File: src/design/dbu_pkg.sv
package dbu_pkg;
    // Register numbers of the debug register space
    localparam logic [7:0] DBU_REG_CAUSE = 8'h15;
    localparam logic [7:0] DBU_REG_EVENT_DATA = 8'h16;
    localparam logic [7:0] DBU_REG_STOP_VECTOR = 8'h18;
    localparam logic [7:0] DBU_REG_SCRATCH = 8'h20;
    localparam logic [7:0] DBU_REG_IBRK_ADDR = 8'h30;
    localparam logic [7:0] DBU_REG_IBRK_CTRL = 8'h40;
    localparam logic [7:0] DBU_REG_DW_LOW = 8'h50;
    localparam logic [7:0] DBU_REG_DW_HIGH = 8'h60;
    localparam logic [7:0] DBU_REG_DW_CTRL = 8'h70;
    localparam logic [7:0] DBU_REG_RW_MASK = 8'h80;
    localparam logic [7:0] DBU_REG_RW_VALUE = 8'h90;
    localparam logic [7:0] DBU_REG_RW_CTRL = 8'h9C;
    // Tile configuration space number of the scratch words
    localparam logic [7:0] DBU_CFG_SCRATCH = 8'h20;
    // Field positions
    localparam int DBU_CAUSE_LSB = 0;
    localparam int DBU_INDEX_LSB = 16;
    localparam int DBU_THREAD_LSB = 8;
    localparam int DBU_CTRL_ARM_BIT = 0;
    localparam int DBU_CTRL_COND_BIT = 1;
    localparam int DBU_CTRL_LOAD_BIT = 2;
    localparam int DBU_CTRL_THREADS_LSB = 16;
    // Write masks of the narrow registers
    localparam logic [31:0] DBU_CAUSE_WMASK = 32'h0003FF07;
    localparam logic [31:0] DBU_STOP_WMASK = 32'h000000FF;
    localparam logic [31:0] DBU_IBRK_CTRL_WMASK = 32'h00FF0003;
    localparam logic [31:0] DBU_DW_CTRL_WMASK = 32'h00FF0007;
    localparam logic [31:0] DBU_RW_CTRL_WMASK = 32'h00FF0003;
    localparam logic [31:0] DBU_RESET_WORD = 32'h00000000;
    typedef enum logic [2:0] {
        DBU_CAUSE_NONE = 3'h0,
        DBU_CAUSE_HOST = 3'h1,
        DBU_CAUSE_DEBUG_CALL_INSTRUCTION = 3'h2,
        DBU_CAUSE_IBRK = 3'h3,
        DBU_CAUSE_DWATCH = 3'h4,
        DBU_CAUSE_RWATCH = 3'h5
    } dbu_cause_t;
endpackage

File: src/design/dbu_match.sv
`timescale 1ns/1ps
`default_nettype none
// One trigger slot: instruction, data and resource comparisons
module dbu_match
    import dbu_pkg::*;
(
    // Slot configuration
    input wire logic [31:0] i_ib_addr,
    input wire logic [31:0] i_ib_ctrl,
    input wire logic [31:0] i_dw_low,
    input wire logic [31:0] i_dw_high,
    input wire logic [31:0] i_dw_ctrl,
    input wire logic [31:0] i_rw_mask,
    input wire logic [31:0] i_rw_value,
    input wire logic [31:0] i_rw_ctrl,
    // Pipeline view
    input wire logic [7:0] i_thread_bit,
    input wire logic i_pc_valid,
    input wire logic [31:0] i_pc,
    input wire logic i_mem_valid,
    input wire logic i_mem_store,
    input wire logic [31:0] i_mem_addr,
    input wire logic i_res_valid,
    input wire logic [31:0] i_res_id,
    // Hits
    output logic o_ib_hit,
    output logic o_dw_hit,
    output logic o_rw_hit
);
    function automatic logic armed(input logic [31:0] ctrl, input logic [7:0] tbit);
        armed = ctrl[DBU_CTRL_ARM_BIT]
            && ((ctrl[DBU_CTRL_THREADS_LSB +: 8] & tbit) != 8'h00);
    endfunction

    logic cond_a;
    logic cond_b;
    logic pc_eq;
    logic access_ok;

    always_comb
    begin
        pc_eq = (i_pc == i_ib_addr);
        o_ib_hit = i_pc_valid && armed(i_ib_ctrl, i_thread_bit)
            && (i_ib_ctrl[DBU_CTRL_COND_BIT] ? !pc_eq : pc_eq);
        cond_a = (i_mem_addr >= i_dw_low);
        cond_b = (i_mem_addr <= i_dw_high);
        access_ok = i_mem_store || i_dw_ctrl[DBU_CTRL_LOAD_BIT];
        o_dw_hit = i_mem_valid && access_ok && armed(i_dw_ctrl, i_thread_bit)
            && (i_dw_ctrl[DBU_CTRL_COND_BIT] ? (cond_a || cond_b)
                                              : (cond_a && cond_b));
        // Condition select has no second comparison defined; it is stored only
        o_rw_hit = i_res_valid && armed(i_rw_ctrl, i_thread_bit)
            && ((i_res_id & i_rw_mask) == i_rw_value);
    end
endmodule
`default_nettype wire

File: src/design/dbu_breakpoint_unit.sv
// Operation
// - Cause code records debug interrupt origin
// - Trigger index, zero for host/call, lowest wins
// - Thread number stored, zero for host
// - Event data: address or resource identifier
// - Stop vector halts threads outside debug
// - Eight scratch words shared by two paths
// - Four instruction breakpoints with address registers
// - Arm bit and thread mask, reset clear
// - Bit 1 selects equal or differ
// - Condition A: address at/above low bound
// - Condition B: address at/below high bound
// - Bit 1 combines A AND B / OR
// - Stores always; loads only when enabled
// - Watch arm and thread mask, reset zero
// - Four resource mask registers
// - Four resource value registers
// - Resource control: arm, condition, threads
`timescale 1ns/1ps
`default_nettype none
module dbu_breakpoint_unit
    import dbu_pkg::*;
#(
    parameter int NUM_SLOTS = 4,
    parameter int NUM_SCRATCH = 8
)
(
    // Clock and reset
    input wire logic i_clk,
    input wire logic i_rst,
    // Debug register port (core side)
    input wire logic i_reg_wr,
    input wire logic [7:0] i_reg_num,
    input wire logic [31:0] i_reg_wdata,
    output logic [31:0] o_reg_rdata,
    // Tile configuration port for scratch words
    input wire logic i_cfg_wr,
    input wire logic [7:0] i_cfg_num,
    input wire logic [31:0] i_cfg_wdata,
    output logic [31:0] o_cfg_rdata,
    // Pipeline
    input wire logic [2:0] i_thread,
    input wire logic i_pc_valid,
    input wire logic [31:0] i_pc,
    input wire logic i_mem_valid,
    input wire logic i_mem_store,
    input wire logic [31:0] i_mem_addr,
    input wire logic i_res_valid,
    input wire logic [31:0] i_res_id,
    input wire logic i_debug_call_instruction,
    input wire logic i_debug_return,
    // Host request and debug status
    input wire logic i_host_req,
    output logic o_debug_take,
    output logic o_in_debug,
    output logic [7:0] o_thread_stop
);
    initial
    begin
        if (NUM_SLOTS != 4 || NUM_SCRATCH != 8)
            $error("dbu_breakpoint_unit supports four slots and eight scratch words");
    end

    logic [31:0] cause;
    logic [31:0] event_data;
    logic [7:0] stop_vector;
    logic [7:0] run_halt;
    logic in_debug;
    logic [31:0] scratch [NUM_SCRATCH];
    logic [31:0] ib_addr [NUM_SLOTS];
    logic [31:0] ib_ctrl [NUM_SLOTS];
    logic [31:0] dw_low [NUM_SLOTS];
    logic [31:0] dw_high [NUM_SLOTS];
    logic [31:0] dw_ctrl [NUM_SLOTS];
    logic [31:0] rw_mask [NUM_SLOTS];
    logic [31:0] rw_value [NUM_SLOTS];
    logic [31:0] rw_ctrl [NUM_SLOTS];
    logic [NUM_SLOTS-1:0] ib_hit;
    logic [NUM_SLOTS-1:0] dw_hit;
    logic [NUM_SLOTS-1:0] rw_hit;
    logic [7:0] thread_bit;
    logic [2:0] host_sync;

    // Host request comes from the debug-access clock; three stages
    logic host_req;
    always_ff @(posedge i_clk or posedge i_rst)
    begin
        if (i_rst)
            host_sync <= 3'h0;
        else
            host_sync <= {host_sync[1:0], i_host_req};
    end
    logic host_level;
    logic next_host_level;
    always_comb
    begin
        next_host_level = host_level;
        if (host_sync[1] == host_sync[2])
            next_host_level = host_sync[2];
    end
    always_ff @(posedge i_clk or posedge i_rst)
    begin
        if (i_rst)
            host_level <= 1'b0;
        else
            host_level <= next_host_level;
    end
    assign host_req = host_level;

    assign thread_bit = 8'h01 << i_thread;

    for (genvar g = 0; g < NUM_SLOTS; g++)
    begin : g_slot
        dbu_match u_match (
            .i_ib_addr(ib_addr[g]),
            .i_ib_ctrl(ib_ctrl[g]),
            .i_dw_low(dw_low[g]),
            .i_dw_high(dw_high[g]),
            .i_dw_ctrl(dw_ctrl[g]),
            .i_rw_mask(rw_mask[g]),
            .i_rw_value(rw_value[g]),
            .i_rw_ctrl(rw_ctrl[g]),
            .i_thread_bit(thread_bit),
            .i_pc_valid(i_pc_valid),
            .i_pc(i_pc),
            .i_mem_valid(i_mem_valid),
            .i_mem_store(i_mem_store),
            .i_mem_addr(i_mem_addr),
            .i_res_valid(i_res_valid),
            .i_res_id(i_res_id),
            .o_ib_hit(ib_hit[g]),
            .o_dw_hit(dw_hit[g]),
            .o_rw_hit(rw_hit[g])
        );
    end

    function automatic logic [1:0] lowest(input logic [3:0] v);
        lowest = v[0] ? 2'd0 : v[1] ? 2'd1 : v[2] ? 2'd2 : 2'd3;
    endfunction

    // Entry decision; hits are ignored while already in debug mode
    dbu_cause_t take_cause;
    logic [1:0] take_index;
    logic [31:0] take_data;
    always_comb
    begin
        take_cause = DBU_CAUSE_NONE;
        take_index = 2'd0;
        take_data = event_data;
        if (!in_debug)
        begin
            if (host_req)
                take_cause = DBU_CAUSE_HOST;
            else if (i_debug_call_instruction)
                take_cause = DBU_CAUSE_DEBUG_CALL_INSTRUCTION;
            else if (ib_hit != '0)
            begin
                take_cause = DBU_CAUSE_IBRK;
                take_index = lowest(ib_hit);
            end
            else if (dw_hit != '0)
            begin
                take_cause = DBU_CAUSE_DWATCH;
                take_index = lowest(dw_hit);
                take_data = i_mem_addr;
            end
            else if (rw_hit != '0)
            begin
                take_cause = DBU_CAUSE_RWATCH;
                take_index = lowest(rw_hit);
                take_data = i_res_id;
            end
        end
    end
    assign o_debug_take = (take_cause != DBU_CAUSE_NONE);

    function automatic logic [31:0] merge(input logic [31:0] old, input logic [31:0] wd,
                                          input logic [31:0] m);
        merge = (old & ~m) | (wd & m);
    endfunction

    // Register state
    logic [31:0] next_cause;
    logic [31:0] next_event_data;
    logic [7:0] next_stop_vector;
    logic [7:0] next_run_halt;
    logic next_in_debug;
    logic [31:0] next_scratch [NUM_SCRATCH];
    logic [31:0] next_ib_addr [NUM_SLOTS];
    logic [31:0] next_ib_ctrl [NUM_SLOTS];
    logic [31:0] next_dw_low [NUM_SLOTS];
    logic [31:0] next_dw_high [NUM_SLOTS];
    logic [31:0] next_dw_ctrl [NUM_SLOTS];
    logic [31:0] next_rw_mask [NUM_SLOTS];
    logic [31:0] next_rw_value [NUM_SLOTS];
    logic [31:0] next_rw_ctrl [NUM_SLOTS];
    always_comb
    begin
        next_cause = cause;
        next_event_data = event_data;
        next_stop_vector = stop_vector;
        next_run_halt = run_halt;
        next_in_debug = in_debug;
        next_scratch = scratch;
        next_ib_addr = ib_addr;
        next_ib_ctrl = ib_ctrl;
        next_dw_low = dw_low;
        next_dw_high = dw_high;
        next_dw_ctrl = dw_ctrl;
        next_rw_mask = rw_mask;
        next_rw_value = rw_value;
        next_rw_ctrl = rw_ctrl;
        if (i_reg_wr)
        begin
            if (i_reg_num == DBU_REG_CAUSE)
                next_cause = merge(cause, i_reg_wdata, DBU_CAUSE_WMASK);
            else if (i_reg_num == DBU_REG_EVENT_DATA)
                next_event_data = i_reg_wdata;
            else if (i_reg_num == DBU_REG_STOP_VECTOR)
                next_stop_vector = i_reg_wdata[7:0];
            else if (i_reg_num[7:3] == DBU_REG_SCRATCH[7:3])
                next_scratch[i_reg_num[2:0]] = i_reg_wdata;
            else if (i_reg_num[7:2] == DBU_REG_IBRK_ADDR[7:2])
                next_ib_addr[i_reg_num[1:0]] = i_reg_wdata;
            else if (i_reg_num[7:2] == DBU_REG_IBRK_CTRL[7:2])
                next_ib_ctrl[i_reg_num[1:0]] = i_reg_wdata & DBU_IBRK_CTRL_WMASK;
            else if (i_reg_num[7:2] == DBU_REG_DW_LOW[7:2])
                next_dw_low[i_reg_num[1:0]] = i_reg_wdata;
            else if (i_reg_num[7:2] == DBU_REG_DW_HIGH[7:2])
                next_dw_high[i_reg_num[1:0]] = i_reg_wdata;
            else if (i_reg_num[7:2] == DBU_REG_DW_CTRL[7:2])
                next_dw_ctrl[i_reg_num[1:0]] = i_reg_wdata & DBU_DW_CTRL_WMASK;
            else if (i_reg_num[7:2] == DBU_REG_RW_MASK[7:2])
                next_rw_mask[i_reg_num[1:0]] = i_reg_wdata;
            else if (i_reg_num[7:2] == DBU_REG_RW_VALUE[7:2])
                next_rw_value[i_reg_num[1:0]] = i_reg_wdata;
            else if (i_reg_num[7:2] == DBU_REG_RW_CTRL[7:2])
                next_rw_ctrl[i_reg_num[1:0]] = i_reg_wdata & DBU_RW_CTRL_WMASK;
        end
        // Config path written second: on a clash with the core port it wins
        if (i_cfg_wr && i_cfg_num[7:3] == DBU_CFG_SCRATCH[7:3])
            next_scratch[i_cfg_num[2:0]] = i_cfg_wdata;
        if (o_debug_take)
        begin
            next_cause = DBU_RESET_WORD;
            next_cause[DBU_CAUSE_LSB +: 3] = take_cause;
            next_cause[DBU_INDEX_LSB +: 2] = take_index;
            if (take_cause != DBU_CAUSE_HOST)
                next_cause[DBU_THREAD_LSB +: 8] = {5'h00, i_thread};
            next_event_data = take_data;
            next_in_debug = 1'b1;
        end
        else if (in_debug && i_debug_return)
        begin
            next_in_debug = 1'b0;
            next_run_halt = next_stop_vector;
        end
    end

    always_ff @(posedge i_clk or posedge i_rst)
    begin
        if (i_rst)
        begin
            cause <= DBU_RESET_WORD;
            event_data <= DBU_RESET_WORD;
            stop_vector <= 8'h00;
            run_halt <= 8'h00;
            in_debug <= 1'b0;
            for (int i = 0; i < NUM_SCRATCH; i++)
                scratch[i] <= DBU_RESET_WORD;
            for (int i = 0; i < NUM_SLOTS; i++)
            begin
                ib_addr[i] <= DBU_RESET_WORD;
                ib_ctrl[i] <= DBU_RESET_WORD;
                dw_low[i] <= DBU_RESET_WORD;
                dw_high[i] <= DBU_RESET_WORD;
                dw_ctrl[i] <= DBU_RESET_WORD;
                rw_mask[i] <= DBU_RESET_WORD;
                rw_value[i] <= DBU_RESET_WORD;
                rw_ctrl[i] <= DBU_RESET_WORD;
            end
        end
        else
        begin
            cause <= next_cause;
            event_data <= next_event_data;
            stop_vector <= next_stop_vector;
            run_halt <= next_run_halt;
            in_debug <= next_in_debug;
            scratch <= next_scratch;
            ib_addr <= next_ib_addr;
            ib_ctrl <= next_ib_ctrl;
            dw_low <= next_dw_low;
            dw_high <= next_dw_high;
            dw_ctrl <= next_dw_ctrl;
            rw_mask <= next_rw_mask;
            rw_value <= next_rw_value;
            rw_ctrl <= next_rw_ctrl;
        end
    end

    // Read paths; unknown numbers read zero
    always_comb
    begin
        o_reg_rdata = DBU_RESET_WORD;
        if (i_reg_num == DBU_REG_CAUSE)
            o_reg_rdata = cause;
        else if (i_reg_num == DBU_REG_EVENT_DATA)
            o_reg_rdata = event_data;
        else if (i_reg_num == DBU_REG_STOP_VECTOR)
            o_reg_rdata = {24'h000000, stop_vector};
        else if (i_reg_num[7:3] == DBU_REG_SCRATCH[7:3])
            o_reg_rdata = scratch[i_reg_num[2:0]];
        else if (i_reg_num[7:2] == DBU_REG_IBRK_ADDR[7:2])
            o_reg_rdata = ib_addr[i_reg_num[1:0]];
        else if (i_reg_num[7:2] == DBU_REG_IBRK_CTRL[7:2])
            o_reg_rdata = ib_ctrl[i_reg_num[1:0]];
        else if (i_reg_num[7:2] == DBU_REG_DW_LOW[7:2])
            o_reg_rdata = dw_low[i_reg_num[1:0]];
        else if (i_reg_num[7:2] == DBU_REG_DW_HIGH[7:2])
            o_reg_rdata = dw_high[i_reg_num[1:0]];
        else if (i_reg_num[7:2] == DBU_REG_DW_CTRL[7:2])
            o_reg_rdata = dw_ctrl[i_reg_num[1:0]];
        else if (i_reg_num[7:2] == DBU_REG_RW_MASK[7:2])
            o_reg_rdata = rw_mask[i_reg_num[1:0]];
        else if (i_reg_num[7:2] == DBU_REG_RW_VALUE[7:2])
            o_reg_rdata = rw_value[i_reg_num[1:0]];
        else if (i_reg_num[7:2] == DBU_REG_RW_CTRL[7:2])
            o_reg_rdata = rw_ctrl[i_reg_num[1:0]];
        o_cfg_rdata = DBU_RESET_WORD;
        if (i_cfg_num[7:3] == DBU_CFG_SCRATCH[7:3])
            o_cfg_rdata = scratch[i_cfg_num[2:0]];
    end

    assign o_in_debug = in_debug;
    // Stopped threads only matter outside debug mode
    assign o_thread_stop = in_debug ? 8'h00 : run_halt;

    cover property (@(posedge i_clk) disable iff (i_rst) take_cause == DBU_CAUSE_IBRK);
    cover property (@(posedge i_clk) disable iff (i_rst) take_cause == DBU_CAUSE_DWATCH);
    cover property (@(posedge i_clk) disable iff (i_rst) take_cause == DBU_CAUSE_RWATCH);
    cover property (@(posedge i_clk) disable iff (i_rst) in_debug && i_debug_return);

    cause_code_a: assert property (@(posedge i_clk) disable iff (i_rst)
        o_debug_take |=> cause[2:0] == $past(take_cause))
        else $error("cause code not captured");
    index_low_a: assert property (@(posedge i_clk) disable iff (i_rst)
        (o_debug_take && take_cause == DBU_CAUSE_IBRK && ib_hit[0]) |=> cause[17:16] == 2'd0)
        else $error("lowest index not chosen");
    host_thread_a: assert property (@(posedge i_clk) disable iff (i_rst)
        (o_debug_take && take_cause == DBU_CAUSE_HOST) |=> cause[17:8] == 10'h000)
        else $error("host entry must store zero thread and index");
    data_addr_a: assert property (@(posedge i_clk) disable iff (i_rst)
        (o_debug_take && take_cause == DBU_CAUSE_DWATCH) |=> event_data == $past(i_mem_addr))
        else $error("event data not the access address");
    stop_return_a: assert property (@(posedge i_clk) disable iff (i_rst)
        (in_debug && i_debug_return && !o_debug_take && !i_reg_wr)
        |=> o_thread_stop == $past(stop_vector))
        else $error("stop vector not applied on return");
    scratch_share_a: assert property (@(posedge i_clk) disable iff (i_rst)
        (i_cfg_wr && i_cfg_num[7:3] == DBU_CFG_SCRATCH[7:3])
        |=> scratch[$past(i_cfg_num[2:0])] == $past(i_cfg_wdata))
        else $error("config scratch write lost");
    no_hit_a: assert property (@(posedge i_clk) disable iff (i_rst)
        (!i_pc_valid && !i_mem_valid && !i_res_valid && !i_debug_call_instruction && !host_req)
        |-> !o_debug_take)
        else $error("entry without any cause");
    in_debug_a: assert property (@(posedge i_clk) disable iff (i_rst)
        o_debug_take |=> o_in_debug && o_thread_stop == 8'h00)
        else $error("debug mode not entered");
endmodule
`default_nettype wire

File: config.mk
export PLATFORM = sky130hd
export DESIGN_NAME = dbu_breakpoint_unit
export DESIGN_NICKNAME = d
export VERILOG_FILES = /design/src/design/dbu_pkg.sv /design/src/design/dbu_match.sv /design/src/design/dbu_breakpoint_unit.sv
export SDC_FILE = /design/constraint.sdc
export NUM_CORES = 2
export LEC_CHECK = 0
export ABC_CLOCK_PERIOD_IN_PS = 59900
export BUFFER_PORTS_ARGS = -buffer_cell sky130_fd_sc_hd__buf_2
export CORE_UTILIZATION = 55
export DETAILED_ROUTE_END_ITERATION = 12
export GPL_ROUTABILITY_DRIVEN = 0
export PLACE_DENSITY_LB_ADDON = 0.15
export SLEW_MARGIN = 25
export SYNTH_ARGS = -nofsm -noshare
export SYNTH_HDL_FRONTEND = slang
export SYNTH_HIERARCHICAL = 1
export SYNTH_SLANG_ARGS = --single-unit
File: constraint.sdc
create_clock -name i_clk -period 59.9 [get_ports i_clk]
set_input_delay 5.99 -clock i_clk [delete_from_list [all_inputs] [get_ports i_clk]]
set_output_delay 5.99 -clock i_clk [all_outputs]
set_load 0.02 [all_outputs]
==> flow_summary.json <==
{
  "route.detailed.drc": 0,
  "seqPwrFrac_pct": 44.6,
  "ant_nets": 0,
  "critPathLaunch": "i_reg_num[1]",
  "total_leakage_power_uw": 0.0330,
  "vias": 50231,
  "dr.pass1.iters": 7,
  "fin_skew_ps": 42.8,
  "setup_viol": 0,
  "power.density_nw_per_um2": 26.3,
  "fp.dieH_um": 343,
  "wl_mm": 235,
  "relSlewSlack_pct": 24.7,
  "drv_cap": 0,
  "rsz0062_at_grt": "false",
  "layout-drive-gt1-share_pct": 28.9,
  "arrival_ps": 10470,
  "cts_tree": "built",
  "final-max-slew-violation-count": 0,
  "viasPerCell": 6.87,
  "core_um2": 115000,
  "hold_viol": 0,
  "p_sw_share_pct": 28.5,
  "post_drt_wl_per_cell_um": 32.1,
  "cts-buffers-inserted": 118,
  "port_buffers": 263,
  "hpwl_mm": 159,
  "worst-setup-path-type": "input pin to primary output",
  "fill_cells": 9378,
  "end_kind": "primary output",
  "gr-total-overflow": 0,
  "post-route-period-util_pct": 27.5,
  "clock_path_buffers": 3,
  "avgSynthCellArea_um2": 11.3,
  "die_w_um": 343,
  "cts_sinks": 1086,
  "fmax_ghz": 0.0607,
  "synth_nets": 6090,
  "p_switching_uw": 530,
  "areaGrowthSynthToFinish_pct": 10.4,
  "r2r_start": "dw_high[45]",
  "post_cts_buffers": 0,
  "htree_levels": 3,
  "worstPathMaxFanout": 101,
  "ctsRootBufferMaster": "clkbuf_16",
  "power.share.clock_pct": 41.0,
  "rows": 124,
  "holdBufCountCts": 0,
  "clkLatencyLatePin_ps": 770,
  "drtIter0Drc": 6493,
  "synth_area_um2": 64000,
  "grt_pass1_wl_mm": 338,
  "worstHoldPathType": "flop to flop",
  "die_area_um2": 118000,
  "clkSlewWorstSetupHoldPaths_ps": 60,
  "yosys_warnings": 6,
  "fin_nets": 6132,
  "start_util_pct": 55.8,
  "fin_tns_setup_ps": 0,
  "cts-resized-gates": 0,
  "period_needed_ps": 16460,
  "layout_setup_ws_ps": 43440,
  "io_pins": 264,
  "first_global_vias": 48097,
  "power_frac_comb_pct": 14.4,
  "cp-start-kind": "input pin",
  "internal-power_uw": 1330,
  "worst_slew_pin_slew_ps": 1130,
  "worst-endpoint-required_ps": 53910,
  "min-delay-start": "host_sync[0]",
  "antenna_found_initial": 36,
  "globalRouteTotalUtil_pct": 39.6,
  "syn_inst": 5644,
  "place_ws_ps": 43740,
  "grt_max_degree": 160,
  "outcome": "completed",
  "vdd_drop_max_uv": 23.4
}
worst max-delay path: stages:
cell	delay, ps
buf_8	470
buf_4	780
buf_12	590
mux2_2	400
o21ai_0	210
a21oi_1	100
nor3_1	740
a31oi_1	240
a221o_1	440
buf_2	200
power by group through the flow:
stage / registers (uW) / logic, uW / clock network, uW
after floorplan: 826 / 174 / 0
after global placement: 838 / 253 / 0
after detailed placement: 840 / 259 / 0
after CTS: 827 / 261 / 767
after global routing: 834 / 286 / 796
final: 830 / 268 / 762
cell type report:
class	instances	area (um2)	area share, %
diodes	18	45.0	0.0637
clock buffers	176	3470	4.91
clock inverters	44	526	0.743
inverters	270	1020	1.44
multi-input cells	3846	34300	48.6
flip-flops and latches	1086	27200	38.4
well taps	1512	1890	2.68
repair buffers	364	2240	3.16
worst paths after layout:
kind | to | slack (ps) | cells after the start
worst max-delay path | o_reg_rdata[14] | 43440 | 10
worst max register to register | event_data[10] | 53930 | 19
worst min-delay path | host_sync[1] | 400 | 0
worst min register to register | host_sync[1] | 400 | 0
min in group asynchronous | dw_high[74] | 5340 | 2
max in group asynchronous | ib_addr[82] | 50790 | 6
routing by layer:
| layer | wire (um) | global-route usage, % | vias up |
|---|---|---|---|
| met3 | 29500 | 13.0 | 626 |
| met1 | 93300 | 54.5 | 25686 |
| met2 | 99400 | 56.3 | 3093 |
| met4 | 12700 | 19.1 | 22 |
| met5 | 134 | 0 | - |
| li1 | - | - | 20804 |
per-stage QoR:
stage	instances	utilization [%]	instance area (um2)	total power, uW	hold WS, ps
global route	7303	61.6	70700	1920	400
finish	7316	61.6	70700	1860	395
CTS	7296	61.5	70600	1860	401
detailed placement	7076	58.0	66600	1100	407
global placement	7071	57.9	66500	1090	426
floorplan	5644	-	64000	1000	331
registers in the layout, summed over array words and instances (netlist names), 8 cells and up:
register / count
run_halt: 8
ib_addr: 128
rw_mask: 128
stop_vector: 8
rw_value: 128
scratch: 256
dw_ctrl: 44
event_data: 32
dw_high: 128
rw_ctrl: 40
ib_ctrl: 40
dw_low: 128
cause: 13
cells in the final DEF, fill, tap and decap left out, types with 10 or more instances in the layout:
cell type and instances:
buf_4 88, a31oi_1 50, clkbuf_1 29, o211ai_1 18
a22o_1 40, o22ai_1 11, mux2_2 815, o21a_1 10
and2_1 10, nand4_1 57, o21ai_0 68, diode_2 18
nor2b_1 27, xnor2_1 108, nand3_1 47, buf_2 262
inv_1 268, a211oi_1 14, nor2_1 328, clkinv_2 23
nand2_2 10, mux4_2 217, a21o_1 37, nor3_1 25
nor2_4 17, ha_1 256, a221o_1 12, mux2i_1 368
nand2_1 237, clkbuf_16 119, a221oi_1 65, clkbuf_8 28
dfrtp_1 1086, a22oi_1 172, xor2_1 148, a21oi_1 435
nor4_1 61
Power figures use the tool's default switching activity.
